**src/mrb_pkg.sv**
```systemverilog
// Constants shared by the motor status readback register bank.
// Assumes one 20 MHz system clock and the two-wire slave port in the top.
package mrb_pkg;

    // Two-wire slave address
    localparam logic [6:0] SLAVE_ADDR = 7'h52;

    // Register offsets
    localparam logic [7:0] ADDR_FAULT_FLAGS = 8'h00;
    localparam logic [7:0] ADDR_ROTATION_RATE = 8'h01;
    localparam logic [7:0] ADDR_ELECTRICAL_PERIOD = 8'h02;
    localparam logic [7:0] ADDR_VELOCITY_CONSTANT = 8'h03;
    localparam logic [7:0] ADDR_WINDING_CURRENT = 8'h04;
    localparam logic [7:0] ADDR_POSITION_AND_SUPPLY = 8'h05;
    localparam logic [7:0] ADDR_SPEED_REQUEST_AND_BUFFER = 8'h06;
    localparam logic [7:0] ADDR_ANALOG_INPUT_LEVEL = 8'h07;
    localparam logic [7:0] ADDR_CHIP_IDENTITY = 8'h08;
    localparam logic [7:0] ADDR_RW_BASE = 8'h30;
    localparam logic [7:0] ADDR_NV_BASE = 8'h90;
    localparam int RW_COUNT = 7;
    localparam int NV_COUNT = 7;

    // Fault flags: bit 6 reserved, clear key
    localparam logic [15:0] FAULT_VALID_MASK = 16'hffbf;
    localparam logic [7:0] FAULT_CLEAR_KEY = 8'hff;

    // Speed setpoint fields
    localparam int SETPOINT_MANUAL_SPEED_SELECT_BIT = 15;
    localparam logic [15:0] SETPOINT_VALUE_MASK = 16'h81ff;

    // Nonvolatile-backed defaults, entry 0 in the low word
    localparam logic [NV_COUNT*16-1:0] NV_DEFAULTS = {
        16'h016a, 16'h3c43, 16'h3faf, 16'h1b8a, 16'h0050, 16'h2f3b, 16'h1048
    };
    localparam int NV_ADV_SEL_ENTRY = 6;
    localparam int NV_ADV_SEL_LSB = 14;

    // Identity values, arbitrary
    localparam logic [7:0] DIE_IDENTIFIER = 8'h5a;
    localparam logic [7:0] SILICON_REVISION_CODE = 8'h01;

    // Speed source selection
    typedef enum logic [1:0] {
        SRC_PWM = 2'h0,
        SRC_ANALOG = 2'h1,
        SRC_SERIAL = 2'h2
    } mrb_speed_src_type;

    // Period register unit and its cycle count
    localparam int CLK_PERIOD_NS = 50;
    localparam int PERIOD_UNIT_NS = 10000;
    localparam int PERIOD_UNIT_CYCLES = PERIOD_UNIT_NS / CLK_PERIOD_NS;

    // Start-position table
    localparam logic [8*6-1:0] SECTOR_BASE = {8'hd5, 8'hab, 8'h80, 8'h55, 8'h2b, 8'h00};
    localparam logic [8*4-1:0] ADVANCE_TERM = {8'h55, 8'h3f, 8'h2c, 8'h16};

    // Two-wire slave states, Gray along the write path
    typedef enum logic [3:0] {
        ST_IDLE = 4'h0,
        ST_DEV_ADDR = 4'h1,
        ST_DEV_ACK = 4'h3,
        ST_REG_ADDR = 4'h2,
        ST_REG_ACK = 4'h6,
        ST_WDATA = 4'h7,
        ST_WACK = 4'h5,
        ST_RDATA = 4'h4,
        ST_RACK = 4'hc
    } mrb_state_type;

endpackage : mrb_pkg

```
**src/mrb_position_code.sv**
```systemverilog
// Start-position code: sector base plus advance term, wrapping at 256.
// Pure combinational; the top registers the result.
`timescale 1ns/10ps
module mrb_position_code (
    input wire logic [2:0] i_sector,
    input wire logic [1:0] i_advance_sel,
    output logic [7:0] o_code
);
    logic [7:0] base;
    logic [7:0] adv;

    always_comb begin
        // Sectors 6 and 7 do not exist; fold to sector 0
        if (i_sector < 3'h6) begin
            base = mrb_pkg::SECTOR_BASE[i_sector*8 +: 8];
        end else begin
            base = 8'h00;
        end
        adv = mrb_pkg::ADVANCE_TERM[i_advance_sel*8 +: 8];
        o_code = base + adv;
    end
endmodule : mrb_position_code

```
**src/mrb_period_meter.sv**
```systemverilog
// Electrical period meter in 10 us units between phase U zero crossings.
// Assumes the zero-crossing strobe is a one-cycle pulse.
`timescale 1ns/10ps
module mrb_period_meter (
    input wire logic i_sys_clk,
    input wire logic i_nrst,
    input wire logic i_spinning,
    input wire logic i_zero_cross_u,
    output logic o_update,
    output logic [15:0] o_period
);
    localparam logic [7:0] TICK_LAST = 8'(mrb_pkg::PERIOD_UNIT_CYCLES - 1);
    logic [7:0] tick_q;
    logic [15:0] count_q;
    logic seen_q;

    always_ff @(posedge i_sys_clk or negedge i_nrst) begin
        if (!i_nrst) begin
            tick_q <= 8'h00;
            count_q <= 16'h0000;
            seen_q <= 1'b0;
            o_update <= 1'b0;
            o_period <= 16'h0000;
        end else begin
            o_update <= 1'b0;
            if (!i_spinning) begin
                // First crossing after a stop only restarts the count
                seen_q <= 1'b0;
                tick_q <= 8'h00;
                count_q <= 16'h0000;
            end else if (i_zero_cross_u) begin
                seen_q <= 1'b1;
                tick_q <= 8'h00;
                count_q <= 16'h0000;
                if (seen_q) begin
                    o_update <= 1'b1;
                    o_period <= count_q;
                end
            end else if (tick_q == TICK_LAST) begin
                tick_q <= 8'h00;
                // Saturate rather than wrap on a very slow rotor
                if (count_q != 16'hffff) begin
                    count_q <= count_q + 16'h0001;
                end
            end else begin
                tick_q <= tick_q + 8'h01;
            end
        end
    end
endmodule : mrb_period_meter

```
**src/mrb_readback_regs.sv**
```systemverilog
// Status readback and host register bank with its two-wire serial slave.
// Assumes SCL and SDA arrive synchronous to i_sys_clk, SDA open drain.
//
// How it works
// - While spinning, the period register is refreshed with the time between U crossings.
// - While spinning, each per-cycle back-EMF integration result is stored in the velocity reg.
// - The velocity code means volts per hertz as code over two over 1090, passed through as is.
// - On position-detect completion the sector position is stored in the start-position field.
// - Sectors 0 to 300 degrees take base values 0, 43, 85, 128, 171 and 213.
// - The stored position adds 22, 44, 63 or 85 for the advance angle, modulo 256.
// - During operation each supply sample is stored as an 8-bit code of 30 V over 256 steps.
// - The active speed input, PWM, analog or serial, becomes one readable speed request value.
// - The speed request is an 8-bit code, percent equal to code times 100 over 255.
// - The buffered field shows the applied maximum duty, which may differ from the request.
// - The serial slave answers at 7-bit address 101 0010.
// - Addresses 0x30 to 0x36 are read/write host control registers.
// - Addresses 0x00 to 0x08 are read-only status; writes do not alter measured values.
// - Addresses 0x90 to 0x96 hold nonvolatile-backed motor and spin-up settings.
// - Fault flags stay set until the host writes 0xFF to the fault register.
`timescale 1ns/10ps
module mrb_readback_regs (
    input wire logic i_sys_clk,
    input wire logic i_nrst,
    input wire logic i_scl,
    input wire logic i_sda,
    output logic o_sda_out,
    output logic o_sda_oe,
    input wire logic i_spinning,
    input wire logic i_zero_cross_u,
    input wire logic i_kt_done,
    input wire logic [15:0] i_kt_result,
    input wire logic i_ipd_done,
    input wire logic [2:0] i_ipd_sector,
    input wire logic i_supply_sample,
    input wire logic [7:0] i_supply_code,
    input wire logic [1:0] i_speed_src,
    input wire logic [7:0] i_pwm_duty_code,
    input wire logic [9:0] i_analog_adc,
    input wire logic [7:0] i_applied_duty,
    input wire logic [15:0] i_rotation_rate,
    input wire logic [10:0] i_winding_current,
    input wire logic [15:0] i_fault_events,
    output logic [7:0] o_speed_request_value,
    output logic o_manual_speed_select,
    output logic [15:0] o_nvm_unlock_key
);
    // Sampled bus lines
    logic scl_q;
    logic sda_q;
    logic scl_prev_q;
    logic sda_prev_q;
    logic bus_start;
    logic bus_stop;
    logic scl_rise;
    logic scl_fall;

    // Slave engine
    mrb_pkg::mrb_state_type state_q;
    logic [3:0] bit_cnt_q;
    logic [7:0] shift_q;
    logic [7:0] tx_q;
    logic [7:0] ptr_q;
    logic [7:0] wr_high_q;
    logic [15:0] rd_word_q;
    logic rd_dir_q;
    logic low_byte_q;
    logic nack_q;
    logic wr_stb_q;
    logic [15:0] wdata_q;
    logic [15:0] rdata;

    // Status storage
    logic [15:0] fault_q;
    logic [15:0] period_val;
    logic [15:0] kt_q;
    logic [7:0] position_q;
    logic [7:0] position_code;
    logic [7:0] supply_q;
    logic [7:0] applied_q;
    logic [15:0] rate_q;
    logic [10:0] current_q;
    logic [9:0] analog_q;
    localparam int RW_BITS = mrb_pkg::RW_COUNT * 16;
    localparam int NV_BITS = mrb_pkg::NV_COUNT * 16;
    logic [RW_BITS-1:0] rw_q;
    logic [NV_BITS-1:0] nv_q;
    logic fault_clear;

    assign bus_start = scl_q && sda_prev_q && !sda_q;
    assign bus_stop = scl_q && !sda_prev_q && sda_q;
    assign scl_rise = scl_q && !scl_prev_q;
    assign scl_fall = !scl_q && scl_prev_q;

    always_ff @(posedge i_sys_clk or negedge i_nrst) begin
        if (!i_nrst) begin
            scl_q <= 1'b1;
            sda_q <= 1'b1;
            scl_prev_q <= 1'b1;
            sda_prev_q <= 1'b1;
            o_sda_out <= 1'b0;
        end else begin
            scl_q <= i_scl;
            sda_q <= i_sda;
            scl_prev_q <= scl_q;
            sda_prev_q <= sda_q;
            o_sda_out <= 1'b0;
        end
    end

    // Slave engine; SDA only changes after SCL falls
    always_ff @(posedge i_sys_clk or negedge i_nrst) begin
        if (!i_nrst) begin
            state_q <= mrb_pkg::ST_IDLE;
            bit_cnt_q <= 4'h0;
            shift_q <= 8'h00;
            tx_q <= 8'h00;
            ptr_q <= 8'h00;
            wr_high_q <= 8'h00;
            rd_word_q <= 16'h0000;
            rd_dir_q <= 1'b0;
            low_byte_q <= 1'b0;
            nack_q <= 1'b0;
            wr_stb_q <= 1'b0;
            wdata_q <= 16'h0000;
            o_sda_oe <= 1'b0;
        end else begin
            wr_stb_q <= 1'b0;
            if (bus_stop) begin
                state_q <= mrb_pkg::ST_IDLE;
                o_sda_oe <= 1'b0;
            end else if (bus_start) begin
                // Repeated start keeps the register pointer
                state_q <= mrb_pkg::ST_DEV_ADDR;
                bit_cnt_q <= 4'h0;
                low_byte_q <= 1'b0;
                o_sda_oe <= 1'b0;
            end else begin
                if (scl_rise) begin
                    shift_q <= {shift_q[6:0], sda_q};
                    bit_cnt_q <= bit_cnt_q + 4'h1;
                end
                case (state_q)
                    mrb_pkg::ST_DEV_ADDR: begin
                        if (scl_fall && bit_cnt_q == 4'h8) begin
                            bit_cnt_q <= 4'h0;
                            if (shift_q[7:1] == mrb_pkg::SLAVE_ADDR) begin
                                rd_dir_q <= shift_q[0];
                                o_sda_oe <= 1'b1;
                                state_q <= mrb_pkg::ST_DEV_ACK;
                            end else begin
                                state_q <= mrb_pkg::ST_IDLE;
                            end
                        end
                    end
                    mrb_pkg::ST_DEV_ACK: begin
                        if (scl_fall) begin
                            bit_cnt_q <= 4'h0;
                            if (rd_dir_q) begin
                                // Snapshot whole word so both bytes agree
                                rd_word_q <= rdata;
                                tx_q <= rdata[15:8];
                                o_sda_oe <= !rdata[15];
                                low_byte_q <= 1'b1;
                                state_q <= mrb_pkg::ST_RDATA;
                            end else begin
                                o_sda_oe <= 1'b0;
                                state_q <= mrb_pkg::ST_REG_ADDR;
                            end
                        end
                    end
                    mrb_pkg::ST_REG_ADDR: begin
                        if (scl_fall && bit_cnt_q == 4'h8) begin
                            bit_cnt_q <= 4'h0;
                            ptr_q <= shift_q;
                            low_byte_q <= 1'b0;
                            o_sda_oe <= 1'b1;
                            state_q <= mrb_pkg::ST_REG_ACK;
                        end
                    end
                    mrb_pkg::ST_REG_ACK, mrb_pkg::ST_WACK: begin
                        if (scl_fall) begin
                            bit_cnt_q <= 4'h0;
                            o_sda_oe <= 1'b0;
                            state_q <= mrb_pkg::ST_WDATA;
                        end
                    end
                    mrb_pkg::ST_WDATA: begin
                        if (scl_fall && bit_cnt_q == 4'h8) begin
                            bit_cnt_q <= 4'h0;
                            o_sda_oe <= 1'b1;
                            state_q <= mrb_pkg::ST_WACK;
                            if (!low_byte_q) begin
                                wr_high_q <= shift_q;
                                low_byte_q <= 1'b1;
                            end else begin
                                wdata_q <= {wr_high_q, shift_q};
                                wr_stb_q <= 1'b1;
                                low_byte_q <= 1'b0;
                                ptr_q <= ptr_q + 8'h01;
                            end
                        end
                    end
                    mrb_pkg::ST_RDATA: begin
                        if (scl_fall) begin
                            if (bit_cnt_q == 4'h8) begin
                                bit_cnt_q <= 4'h0;
                                o_sda_oe <= 1'b0;
                                state_q <= mrb_pkg::ST_RACK;
                                if (!low_byte_q) begin
                                    ptr_q <= ptr_q + 8'h01;
                                end
                            end else begin
                                tx_q <= {tx_q[6:0], 1'b0};
                                o_sda_oe <= !tx_q[6];
                            end
                        end
                    end
                    mrb_pkg::ST_RACK: begin
                        if (scl_rise) begin
                            nack_q <= sda_q;
                        end
                        if (scl_fall) begin
                            bit_cnt_q <= 4'h0;
                            if (nack_q) begin
                                // Host ends the read; wait for stop
                                state_q <= mrb_pkg::ST_IDLE;
                            end else if (low_byte_q) begin
                                tx_q <= rd_word_q[7:0];
                                o_sda_oe <= !rd_word_q[7];
                                low_byte_q <= 1'b0;
                                state_q <= mrb_pkg::ST_RDATA;
                            end else begin
                                rd_word_q <= rdata;
                                tx_q <= rdata[15:8];
                                o_sda_oe <= !rdata[15];
                                low_byte_q <= 1'b1;
                                state_q <= mrb_pkg::ST_RDATA;
                            end
                        end
                    end
                    default: begin
                        o_sda_oe <= 1'b0;
                    end
                endcase
            end
        end
    end

    // Fault flags, set wins over a same-cycle clear
    assign fault_clear = wr_stb_q && (ptr_q - 8'h01 == mrb_pkg::ADDR_FAULT_FLAGS)
        && (wdata_q[7:0] == mrb_pkg::FAULT_CLEAR_KEY);

    always_ff @(posedge i_sys_clk or negedge i_nrst) begin
        if (!i_nrst) begin
            fault_q <= 16'h0000;
        end else if (fault_clear) begin
            fault_q <= i_fault_events & mrb_pkg::FAULT_VALID_MASK;
        end else begin
            fault_q <= fault_q | (i_fault_events & mrb_pkg::FAULT_VALID_MASK);
        end
    end

    mrb_period_meter u_period (
        .i_sys_clk(i_sys_clk),
        .i_nrst(i_nrst),
        .i_spinning(i_spinning),
        .i_zero_cross_u(i_zero_cross_u),
        .o_update(),
        .o_period(period_val)
    );

    mrb_position_code u_position (
        .i_sector(i_ipd_sector),
        .i_advance_sel(nv_q[mrb_pkg::NV_ADV_SEL_ENTRY*16 + mrb_pkg::NV_ADV_SEL_LSB +: 2]),
        .o_code(position_code)
    );

    // Measured values; only hardware events move them
    always_ff @(posedge i_sys_clk or negedge i_nrst) begin
        if (!i_nrst) begin
            kt_q <= 16'h0000;
            position_q <= 8'h00;
            supply_q <= 8'h00;
            applied_q <= 8'h00;
            rate_q <= 16'h0000;
            current_q <= 11'h000;
            analog_q <= 10'h000;
        end else begin
            if (i_spinning && i_kt_done) begin
                kt_q <= i_kt_result;
            end
            if (i_ipd_done) begin
                position_q <= position_code;
            end
            if (i_spinning && i_supply_sample) begin
                supply_q <= i_supply_code;
            end
            applied_q <= i_applied_duty;
            rate_q <= i_rotation_rate;
            current_q <= i_winding_current;
            analog_q <= i_analog_adc;
        end
    end

    // Common speed request; manual select forces the serial value
    always_ff @(posedge i_sys_clk or negedge i_nrst) begin
        if (!i_nrst) begin
            o_speed_request_value <= 8'h00;
        end else if (rw_q[mrb_pkg::SETPOINT_MANUAL_SPEED_SELECT_BIT]
            || i_speed_src == mrb_pkg::SRC_SERIAL) begin
            o_speed_request_value <= rw_q[8:1];
        end else if (i_speed_src == mrb_pkg::SRC_ANALOG) begin
            o_speed_request_value <= i_analog_adc[9:2];
        end else begin
            o_speed_request_value <= i_pwm_duty_code;
        end
    end

    // Host and nonvolatile-backed registers, one entry per loop pass
    genvar gi;
    generate
        for (gi = 0; gi < mrb_pkg::RW_COUNT; gi++) begin : g_entry
            always_ff @(posedge i_sys_clk or negedge i_nrst) begin
                if (!i_nrst) begin
                    rw_q[gi*16 +: 16] <= 16'h0000;
                    nv_q[gi*16 +: 16] <= mrb_pkg::NV_DEFAULTS[gi*16 +: 16];
                end else if (wr_stb_q) begin
                    if (ptr_q - 8'h01 == mrb_pkg::ADDR_RW_BASE + 8'(gi)) begin
                        rw_q[gi*16 +: 16] <= wdata_q;
                    end
                    if (ptr_q - 8'h01 == mrb_pkg::ADDR_NV_BASE + 8'(gi)) begin
                        nv_q[gi*16 +: 16] <= wdata_q;
                    end
                end
            end
        end
    endgenerate

    assign o_manual_speed_select = rw_q[mrb_pkg::SETPOINT_MANUAL_SPEED_SELECT_BIT];
    assign o_nvm_unlock_key = rw_q[31:16];

    // Read mux; status addresses have no write path except the fault clear at 0x00
    always_comb begin
        rdata = 16'h0000;
        case (ptr_q)
            mrb_pkg::ADDR_FAULT_FLAGS: rdata = fault_q;
            mrb_pkg::ADDR_ROTATION_RATE: rdata = rate_q;
            mrb_pkg::ADDR_ELECTRICAL_PERIOD: rdata = period_val;
            mrb_pkg::ADDR_VELOCITY_CONSTANT: rdata = kt_q;
            mrb_pkg::ADDR_WINDING_CURRENT: rdata = {5'h00, current_q};
            mrb_pkg::ADDR_POSITION_AND_SUPPLY: rdata = {position_q, supply_q};
            mrb_pkg::ADDR_SPEED_REQUEST_AND_BUFFER:
                rdata = {o_speed_request_value, applied_q};
            mrb_pkg::ADDR_ANALOG_INPUT_LEVEL: rdata = {6'h00, analog_q};
            mrb_pkg::ADDR_CHIP_IDENTITY:
                rdata = {mrb_pkg::DIE_IDENTIFIER, mrb_pkg::SILICON_REVISION_CODE};
            default: begin
                if (ptr_q >= mrb_pkg::ADDR_RW_BASE && ptr_q < mrb_pkg::ADDR_RW_BASE + 8'h07) begin
                    rdata = rw_q[(ptr_q - mrb_pkg::ADDR_RW_BASE)*16 +: 16];
                end else if (ptr_q >= mrb_pkg::ADDR_NV_BASE
                    && ptr_q < mrb_pkg::ADDR_NV_BASE + 8'h07) begin
                    rdata = nv_q[(ptr_q - mrb_pkg::ADDR_NV_BASE)*16 +: 16];
                end
            end
        endcase
    end

endmodule : mrb_readback_regs

```
**config.mk**
```make
export PLATFORM = sky130hd
export DESIGN_NAME = mrb_readback_regs
export DESIGN_NICKNAME = d
export VERILOG_FILES = /design/src/mrb_pkg.sv /design/src/mrb_position_code.sv /design/src/mrb_period_meter.sv /design/src/mrb_readback_regs.sv
export SDC_FILE = /design/constraint.sdc
export NUM_CORES = 1
export LEC_CHECK = 0
export BUFFER_PORTS_ARGS = -buffer_cell sky130_fd_sc_hd__buf_2
export CORE_MARGIN = 3
export CORE_UTILIZATION = 61
export CTS_CLUSTER_DIAMETER = 150
export DETAILED_ROUTE_END_ITERATION = 10
export PLACE_DENSITY = 0.91
export SETUP_SLACK_MARGIN = 0.5
export SYNTH_ARGS = -nofsm -noshare
export SYNTH_HDL_FRONTEND = slang
export SYNTH_SLANG_ARGS = --single-unit
```
**constraint.sdc**
```tcl
create_clock -name i_sys_clk -period 4.56 [get_ports i_sys_clk]
set_input_delay 0.456 -clock i_sys_clk [delete_from_list [all_inputs] [get_ports i_sys_clk]]
set_output_delay 0.456 -clock i_sys_clk [all_outputs]
set_load 0.01 [all_outputs]
```
After elaboration in Yosys (flattened, before gate mapping)
Cells that the tools add are included.

cells by class
  reductions and logical operators = 59
  $lt $le $gt $ge = 5
  eq/ne operators = 69
  shift-type cells = 4
  add/subtract/negate cells = 8
  multiplexer cells = 86
  bitwise gates (word level) = 4

operator list
  cell                     count
  $shiftx 112x33->16       2
  $pmux 16 s9              1
  $mux 8                   17
  $mux 16                  7
  $eq 8x8->1 const B       9
  $mux 4                   16
  $eq 8x6->1 const B       7
  $mux 7                   7
  $shiftx 48x7->8 const A  1
  $ne 4x4->1 const B       10
  $eq 8x3->1 const B       4
  $shiftx 32x6->8 const A  1
  $reduce_and 2->1         15
  $mux 1                   28
  $pmux 4 s7               1
  $reduce_and 9->1         3
  $ne 2x2->1 const B       12
  $pmux 8 s3               1
  $reduce_and 8->1         3
  $pmux 7 s3               1
  $ne 3x3->1 const B       6
  $add 16x1->16 const B    1
  $add 8x1->8 const B      2
  $eq 4x3->1 const B       4
  other kinds (45)         76

storage, ports and cells
  output and inout bits = 27
  word-level logic and storage cells = 279
  bits of input ports = 107
  register bits after elaboration = 438

Logic depth before layout (Yosys ltp)
Gate-level depths: netlist of the first run.

  word-level depth = 12
  gate-level depth with buffers = 14
  gate-level depth less buffers = 11

Modules after synthesis
A second synthesis of the first run with hierarchy kept.

second synthesis, totals
  cells, all modules = 1703
  area, all modules = 20917.6 µm²

by module, submodules not included
  module             instances  area an instance (µm²)  cells each
  mrb_readback_regs  1          18471.5                 1460
  mrb_period_meter   1          1984.4                  181
  mrb_position_code  1          461.7                   62

Worst setup path after synthesis of the first run
No wires, ideal clock.

  path type = reg-to-reg
  start point = reg ptr_q[0]
  end point = reg rw_q[101]
  arrival time = 3557 ps
  cell stages (with the launch flop) = 13
  setup slack = 879 ps
  path buffers = 6
  cell sequence = dfrtp_1 -> buf_2 -> inv_1 -> clkbuf_1 -> clkbuf_1 -> ha_1 -> or3b_2 -> buf_4 -> o31a_1 -> buf_6 -> nor3_4 -> buf_4 -> mux2_2

between the ends
  cells in the longest elaborated chain, start to end = 3

RTL lines
  item                               RTL line                  RTL
  from (decl)                        mrb_readback_regs.sv:62   logic [7:0] ptr_q;
  from (signal assigned)             mrb_readback_regs.sv:174  ptr_q <= shift_q;
  from (signal assigned)             mrb_readback_regs.sv:199  ptr_q <= ptr_q + 8'h01;
  from (signal assigned)             mrb_readback_regs.sv:210  ptr_q <= ptr_q + 8'h01;
  $sub 8x1->8                        mrb_readback_regs.sv:328  if (ptr_q - 8'h01 == mrb_pkg::ADDR_RW_BASE + 8'(gi)) begin
  $eq 8x6->1                         mrb_readback_regs.sv:328
  $reduce_and 2->1 (no source line)  --
  to (signal, indexed assignment)    mrb_readback_regs.sv:329  rw_q[gi*16 +: 16] <= wdata_q;
  to (decl)                          mrb_readback_regs.sv:85   logic [RW_BITS-1:0] rw_q;

No other way between the ends.
A chain may end at the register's enable or synchronous reset.

Worst setup path after layout of the first run
  start point = reg ptr_q[0]
  end point = reg rw_q[91]

Same word-level chain as after synthesis.

==> results.json, run 1 <==
{
  "status": "finished, violations left",
  "violations": "hold timing",
  "tns_ps": 0,
  "path_delay_family": "simple AND/OR/NAND/NOR gates",
  "reg2reg_slack_ps": 990,
  "cts_tree": "built",
  "stdcell_count": 2265,
  "p_clk_share_pct": 45.5,
  "async_flop_share_pct": 100,
  "synth_top_area_share_pct": 46.3,
  "hold_slack_ps": -11.6,
  "nets": 1909,
  "post-dp-hpwl_um": 37000,
  "max_freq_mhz": 280,
  "cts_buffer_depth": 3,
  "grt_setup_unrepaired": "false",
  "cts_setup_buffers": 0,
  "core_area_um2": 33700,
  "die_h_um": 191,
  "peakVddDrop_v": 0.000360,
  "first_pass_iters": 10,
  "initial_core_util_pct": 62.1,
  "synth_cell_types": 80,
  "cp.depth": 6,
  "netlist_area_um2": 20900,
  "wl_um": 60700,
  "reg2reg_depth": 6,
  "h-tree-depth": 2,
  "power_frac_seq_pct": 48.5,
  "clockRootBuffer": "clkbuf_16",
  "hold_violations": 5,
  "maxCapViolCount": 0,
  "yosysMostFrequentCell": "dfrtp_1",
  "clock_skew_ps": 23.7,
  "rows": 67,
  "place_area_um2": 21700,
  "antenna_found_initial": 3,
  "switchingPower_uw": 2060,
  "clk_latency_ps": 570,
  "grt_pass1_wl_um": 94300,
  "critPathMaxFanout": 33,
  "design_area_um2": 23600,
  "power.density_nw_per_um2": 363,
  "internal_power_uw": 6520,
  "drt_first_iter_violations": 2144,
  "grt_util_all_layers_pct": 33.5,
  "synth_top_area_cell": "dfrtp_1",
  "worst_slew_pin_slew_ps": 1080,
  "synth_seq_area_share_pct": 52.5,
  "cts_resized": 0,
  "p_leak_uw": 0.0107,
  "final.period_utilization_pct": 78.3,
  "layout-drive-gt1-share_pct": 36.9,
  "overflow": 0,
  "vias": 15800,
  "path_cells": "inv_1 > buf_4 > ha_1 > nand2_1 > nor3_4 > mux2_2",
  "cp_slowest_cell": "ha_1",
  "io-pin-count": 134,
  "grt_pass1_vias": 16100,
  "cts_hold_buf": 38,
  "required_ps": 5000,
  "synth_seq_cells": 437,
  "combPwrFrac_pct": 6.0,
  "numCtsBuffers": 44,
  "dieArea_um2": 36600,
  "path_buf_inv": 2,
  "start_kind": "flop",
  "final_antenna_net_count": 0,
  "drc": 0,
  "period_needed_ps": 3570,
  "cp.arrival_ps": 4000,
  "syn_nets": 1805,
  "clock-sinks": 437,
  "place.gp.congestion": 0.946,
  "synth-main-ff-cell": "dfrtp_1",
  "rr_endpoint": "rw_q[91]",
  "yosys-top-cells-area": "dfrtp_1 (46%), mux2_2 (18%), dfstp_2 (6.3%)",
  "setup_violations": 0,
  "avgSynthCellArea_um2": 12.5,
  "synth-edff-count": 0,
  "maxSlewViolCount": 0,
  "critical_path_class": "reg -> reg",
  "dp.cells": 2143,
  "ys_warn_count": 0,
  "timing.rr.start": "ptr_q[0]",
  "worst_setup_path_end_kind": "flop",
  "clk_pin_slew_ps": 60,
  "netlist_top_cells_count": "dfrtp_1 (387), mux2_2 (330), nor2_1 (81)",
  "max_stage_delay_ps": 920,
  "power.share.switching_pct": 24.0,
  "port_buffers": 131,
  "wire_per_inst_um": 26.8,
  "synth_cells": 1675,
  "syn_to_final_growth_pct": 12.8,
  "die_x_um": 191,
  "final_util_pct": 70.1,
  "grt_max_degree": 124,
  "maxSlewHeadroom_pct": 27.7,
  "via_per_inst": 6.97,
  "holdCritPathClass": "in -> async"
}
[final cells by class]
cell class,count,area (um2)
inverters,25,93.8
fillers,2095,10100
diodes,2,5.00
multi-input cells,1077,9150
well taps,448,561
repair buffers,194,1270
clock inverters,21,283
clock buffers,61,1270
flip-flops and latches,437,11000
[state kept, by name (all words and copies together) (netlist names), 10 cells and up]
signal	count
wdata_q	16
u_period.count_q	16
o_nvm_unlock_key	16
current_q	11
analog_q	10
rate_q	16
fault_q	15
kt_q	16
u_period.o_period	16
nv_q	112
rw_q	95
[per-stage QoR]
stage	setup slack (ps)	hold WS [ps]	power, uW
3_5_place_dp	1200	422	4690
3_3_place_gp	1360	421	4660
6_report	991	-11.6	8590
2_1_floorplan	879	160	4410
5_1_grt	983	10.3	8820
4_1_cts	1170	1.00	8550
[layer usage]
layer	global-route usage [%]	vias up	routed length [um]
li1	-	6417	-
met1	42.7	7956	22300
met2	53.3	1088	28600
met3	7.90	329	5980
met4	18.0	2	3930
met5	0	-	15
[cell families after synthesis]
| kind of cell | synth area share, % |
|---|---|
| adders and majority gates | 1.41 |
| and+or+nand+nor | 9.11 |
| DFF | 52.5 |
| xor gates and xnor gates | 0.627 |
| AOI/OAI and AO/OA | 10.4 |
| buffers and inverters | 3.81 |
| other | 0.0179 |
| muxes | 22.1 |
[worst max-delay path by stage]
stage | startpoint | to
6_report | ptr_q[0] | rw_q[91]
5_1_grt | ptr_q[0] | o_nvm_unlock_key[11]
4_1_cts | ptr_q[0] | rw_q[109]
3_5_place_dp | ptr_q[0] | rw_q[109]
3_3_place_gp | ptr_q[0] | o_nvm_unlock_key[9]
2_1_floorplan | ptr_q[0] | rw_q[101]
[power groups by stage]
| stage | logic, uW | clock network [uW] | registers [uW] |
|---|---|---|---|
| 2_1_floorplan | 266 | 0 | 4140 |
| 3_3_place_gp | 450 | 0 | 4210 |
| 3_5_place_dp | 472 | 0 | 4210 |
| 4_1_cts | 505 | 3890 | 4150 |
| 5_1_grt | 565 | 4080 | 4170 |
| 6_report | 517 | 3910 | 4160 |
[cells in the final DEF, fill, tap and decap left out, types with 12 or more instances in the layout]
cell,instances
a21o_1,22
a21oi_1,53
a221o_1,12
a221oi_1,30
a22oi_1,42
and3_1,14
buf_2,130
buf_4,22
clkbuf_16,46
dfrtp_1,384
dfstp_2,50
dlygate4sd3_1,38
ha_1,22
inv_1,23
mux2_2,330
mux2i_1,19
mux4_2,32
nand2_1,78
nand3_1,42
nor2_1,81
nor3_1,38
o21ai_0,53
or3_1,12
Note: power is estimated with default switching activity, not from simulation.
==> run 2: changes to the inputs <==
CORE_UTILIZATION = 55   (was 61)
PLACE_DENSITY = 0.87   (was 0.91)
clock period = 3.1 ns   (was 4.56 ns; I/O delays follow)
==> run 2 against run 1 <==
  * The run now ends clean
  * First-iteration DRC count rose by 12%
  * Clock-buffer cell count rose by 3
  * Clock power rose by 35%
  * Die area rose by 11%
  * Register-to-register slack got worse by 600 ps
  * Core utilization fell by 2.3 points
  * Global-route usage fell by 2.1 points
  * Setup slack got worse by 600 ps
  * Sequential power rose by 47%
  * Via count rose by 4.5%
  * Cell count rose by 6.9%
  * Critical path type unchanged
  * Critical endpoint is now tx_q[1]
  * Highest routed layer is now met4
==> results.json, run 2 (synthesis gave the netlist of run 1 again) <==
{
  "grt_pass1_vias": 17000,
  "maxSlewHeadroom_pct": 32.5,
  "regMostFlops": "nv_q",
  "status": "finished clean",
  "clockRootBuffer": "clkbuf_16",
  "numCtsBuffers": 43,
  "syn_to_final_growth_pct": 20.1,
  "post-dp-hpwl_um": 37500,
  "p_leak_uw": 0.0113,
  "dieArea_um2": 40400,
  "hold_violations": 0,
  "clk_latency_ps": 570,
  "nets": 2012,
  "clock_skew_ps": 34.0,
  "largestRegisters": "nv_q: 112 flops, rw_q: 95 flops",
  "totalPowerFinal_uw": 12200,
  "first_pass_iters": 10,
  "cts_tree": "built",
  "holdCritPathClass": "in -> reg",
  "start_kind": "flop",
  "grt_setup_unrepaired": "true",
  "met3_usage_pct": 6.12,
  "worst_slew_pin_slew_ps": 1010,
  "path_delay_family": "compound AO/OA/AOI/OAI gates",
  "worst_setup_path_end_kind": "flop",
  "port_buffers": 131,
  "overflow": 0,
  "h-tree-depth": 2,
  "period_needed_ps": 2710,
  "wl_um": 67000,
  "place.gp.congestion": 0.900,
  "rows": 70,
  "clk_pin_slew_ps": 70,
  "vias": 16500,
  "max_stage_delay_ps": 510,
  "antenna_found_initial": 2,
  "gr-max-usage-layer": "met2",
  "cts_buffer_depth": 3,
  "final_cell_mix": "dfrtp_1 (379), mux2_2 (260), buf_2 (130)",
  "drt_first_iter_violations": 2402,
  "core_area_um2": 37000,
  "cp_slowest_cell": "dfrtp_4",
  "drc": 0,
  "die_h_um": 201,
  "largest_reg_flops": 112,
  "hold_slack_ps": 4.76,
  "power.density_nw_per_um2": 486,
  "setup_violations": 0,
  "max_freq_mhz": 369,
  "critical_path_class": "reg -> reg",
  "die_x_um": 201,
  "clock-sinks": 437,
  "layout-drive-gt1-share_pct": 39.5,
  "peakVddDrop_v": 0.000470,
  "grt_pass1_wl_um": 99500,
  "path_cells": "buf_4 > buf_12 > mux2_2 > a221oi_1 > nor3_1 > or3_4 > a221o_1",
  "required_ps": 3530,
  "final_common_cell": "dfrtp_1",
  "grt_max_degree": 98,
  "via_per_inst": 6.81,
  "use_met1_pct": 40.0,
  "final_antenna_net_count": 0,
  "critPathMaxFanout": 24,
  "cp.arrival_ps": 3140,
  "io-pin-count": 134,
  "path_buf_inv": 2,
  "final.period_utilization_pct": 87.5,
  "grt_util_met2_pct": 50.7,
  "maxSlewViolCount": 0,
  "maxCapViolCount": 0,
  "grt_util_all_layers_pct": 31.4,
  "wire_per_inst_um": 27.7,
  "initial_core_util_pct": 56.5,
  "tns_ps": 0
}
## run 2: changes by cell type in the layout (fill, tap and decap cells not counted), moves of 4 or more
cell / change
mux2_2: -70
mux2_4: +70
dlygate4sd3_1: +42
buf_4: +34
buf_6: +13
buf_12: +9
bufinv_16: -5
dfrtp_1: -5
clkbuf_8: +4
clkinvlp_4: -4
dfrtp_2: +4
## run 2: worst paths after layout
check,start,end,slack [ps],cells after the start
max in group asynchronous,i_nrst,nv_q[80],1710,3
min in group asynchronous,i_nrst,fault_q[2],380,2
setup reg to reg,ptr_q[1],tx_q[1],390,7
setup / recovery,ptr_q[1],tx_q[1],390,7
hold reg to reg,sda_q,sda_prev_q,430,0
hold / removal,i_kt_result[1],kt_q[1],5,2
## run 2: layer usage
layer,vias to the layer above,routed length [um]
met4,0,5150
met1,8174,23300
met2,1315,31500
li1,6617,-
met5,-,0
met3,394,7130
## run 2: worst reg2reg max path, cell delays in order, from the launching register on
cell      delay, ps
dfrtp_4         510
buf_4           190
buf_12          210
mux2_2          390
a221oi_1        350
nor3_1          140
or3_4           440
a221o_1         360
## run 2: stage by stage
stage / setup WS [ps] / area, um2 / utilization [%] / cells
after floorplan: 134 / 21300 / - / 1675
after global placement: 336 / 22500 / 60.7 / 2240
after detailed placement: 184 / 22500 / 60.7 / 2240
after CTS: 500 / 24800 / 67.0 / 2406
after global routing: 341 / 25100 / 67.9 / 2422
final: 387 / 25100 / 67.9 / 2422
## run 2: area by class of cell
class / instances / area [um2]
fill: 2285 / 11900
sequential: 437 / 11000
multi-input combinational: 1077 / 9570
timing repair buffer: 298 / 2420
clock buffer: 64 / 1280
tap: 504 / 631
clock inverter: 15 / 121
inverter: 25 / 101
antenna: 2 / 5.00
## run 2: what timing repair did
item	4_1_cts	5_1_grt
resized for setup	8	39
hold buffers	78	2
endpoints found under the hold margin	160	2
setup endpoints to repair	228	226
buffers inserted	8	9
pin swaps	3	4
gates cloned	1	3
## run 2: power breakdown
part / total [uW] / switching (uW) / leakage, uW / internal (uW)
Sequential: 6100 / 218 / 0.00562 / 5890
Combinational: 844 / 464 / 0.00500 / 381
Clock: 5260 / 2310 / 0.000695 / 2950
Total: 12200 / 2990 / 0.0113 / 9220
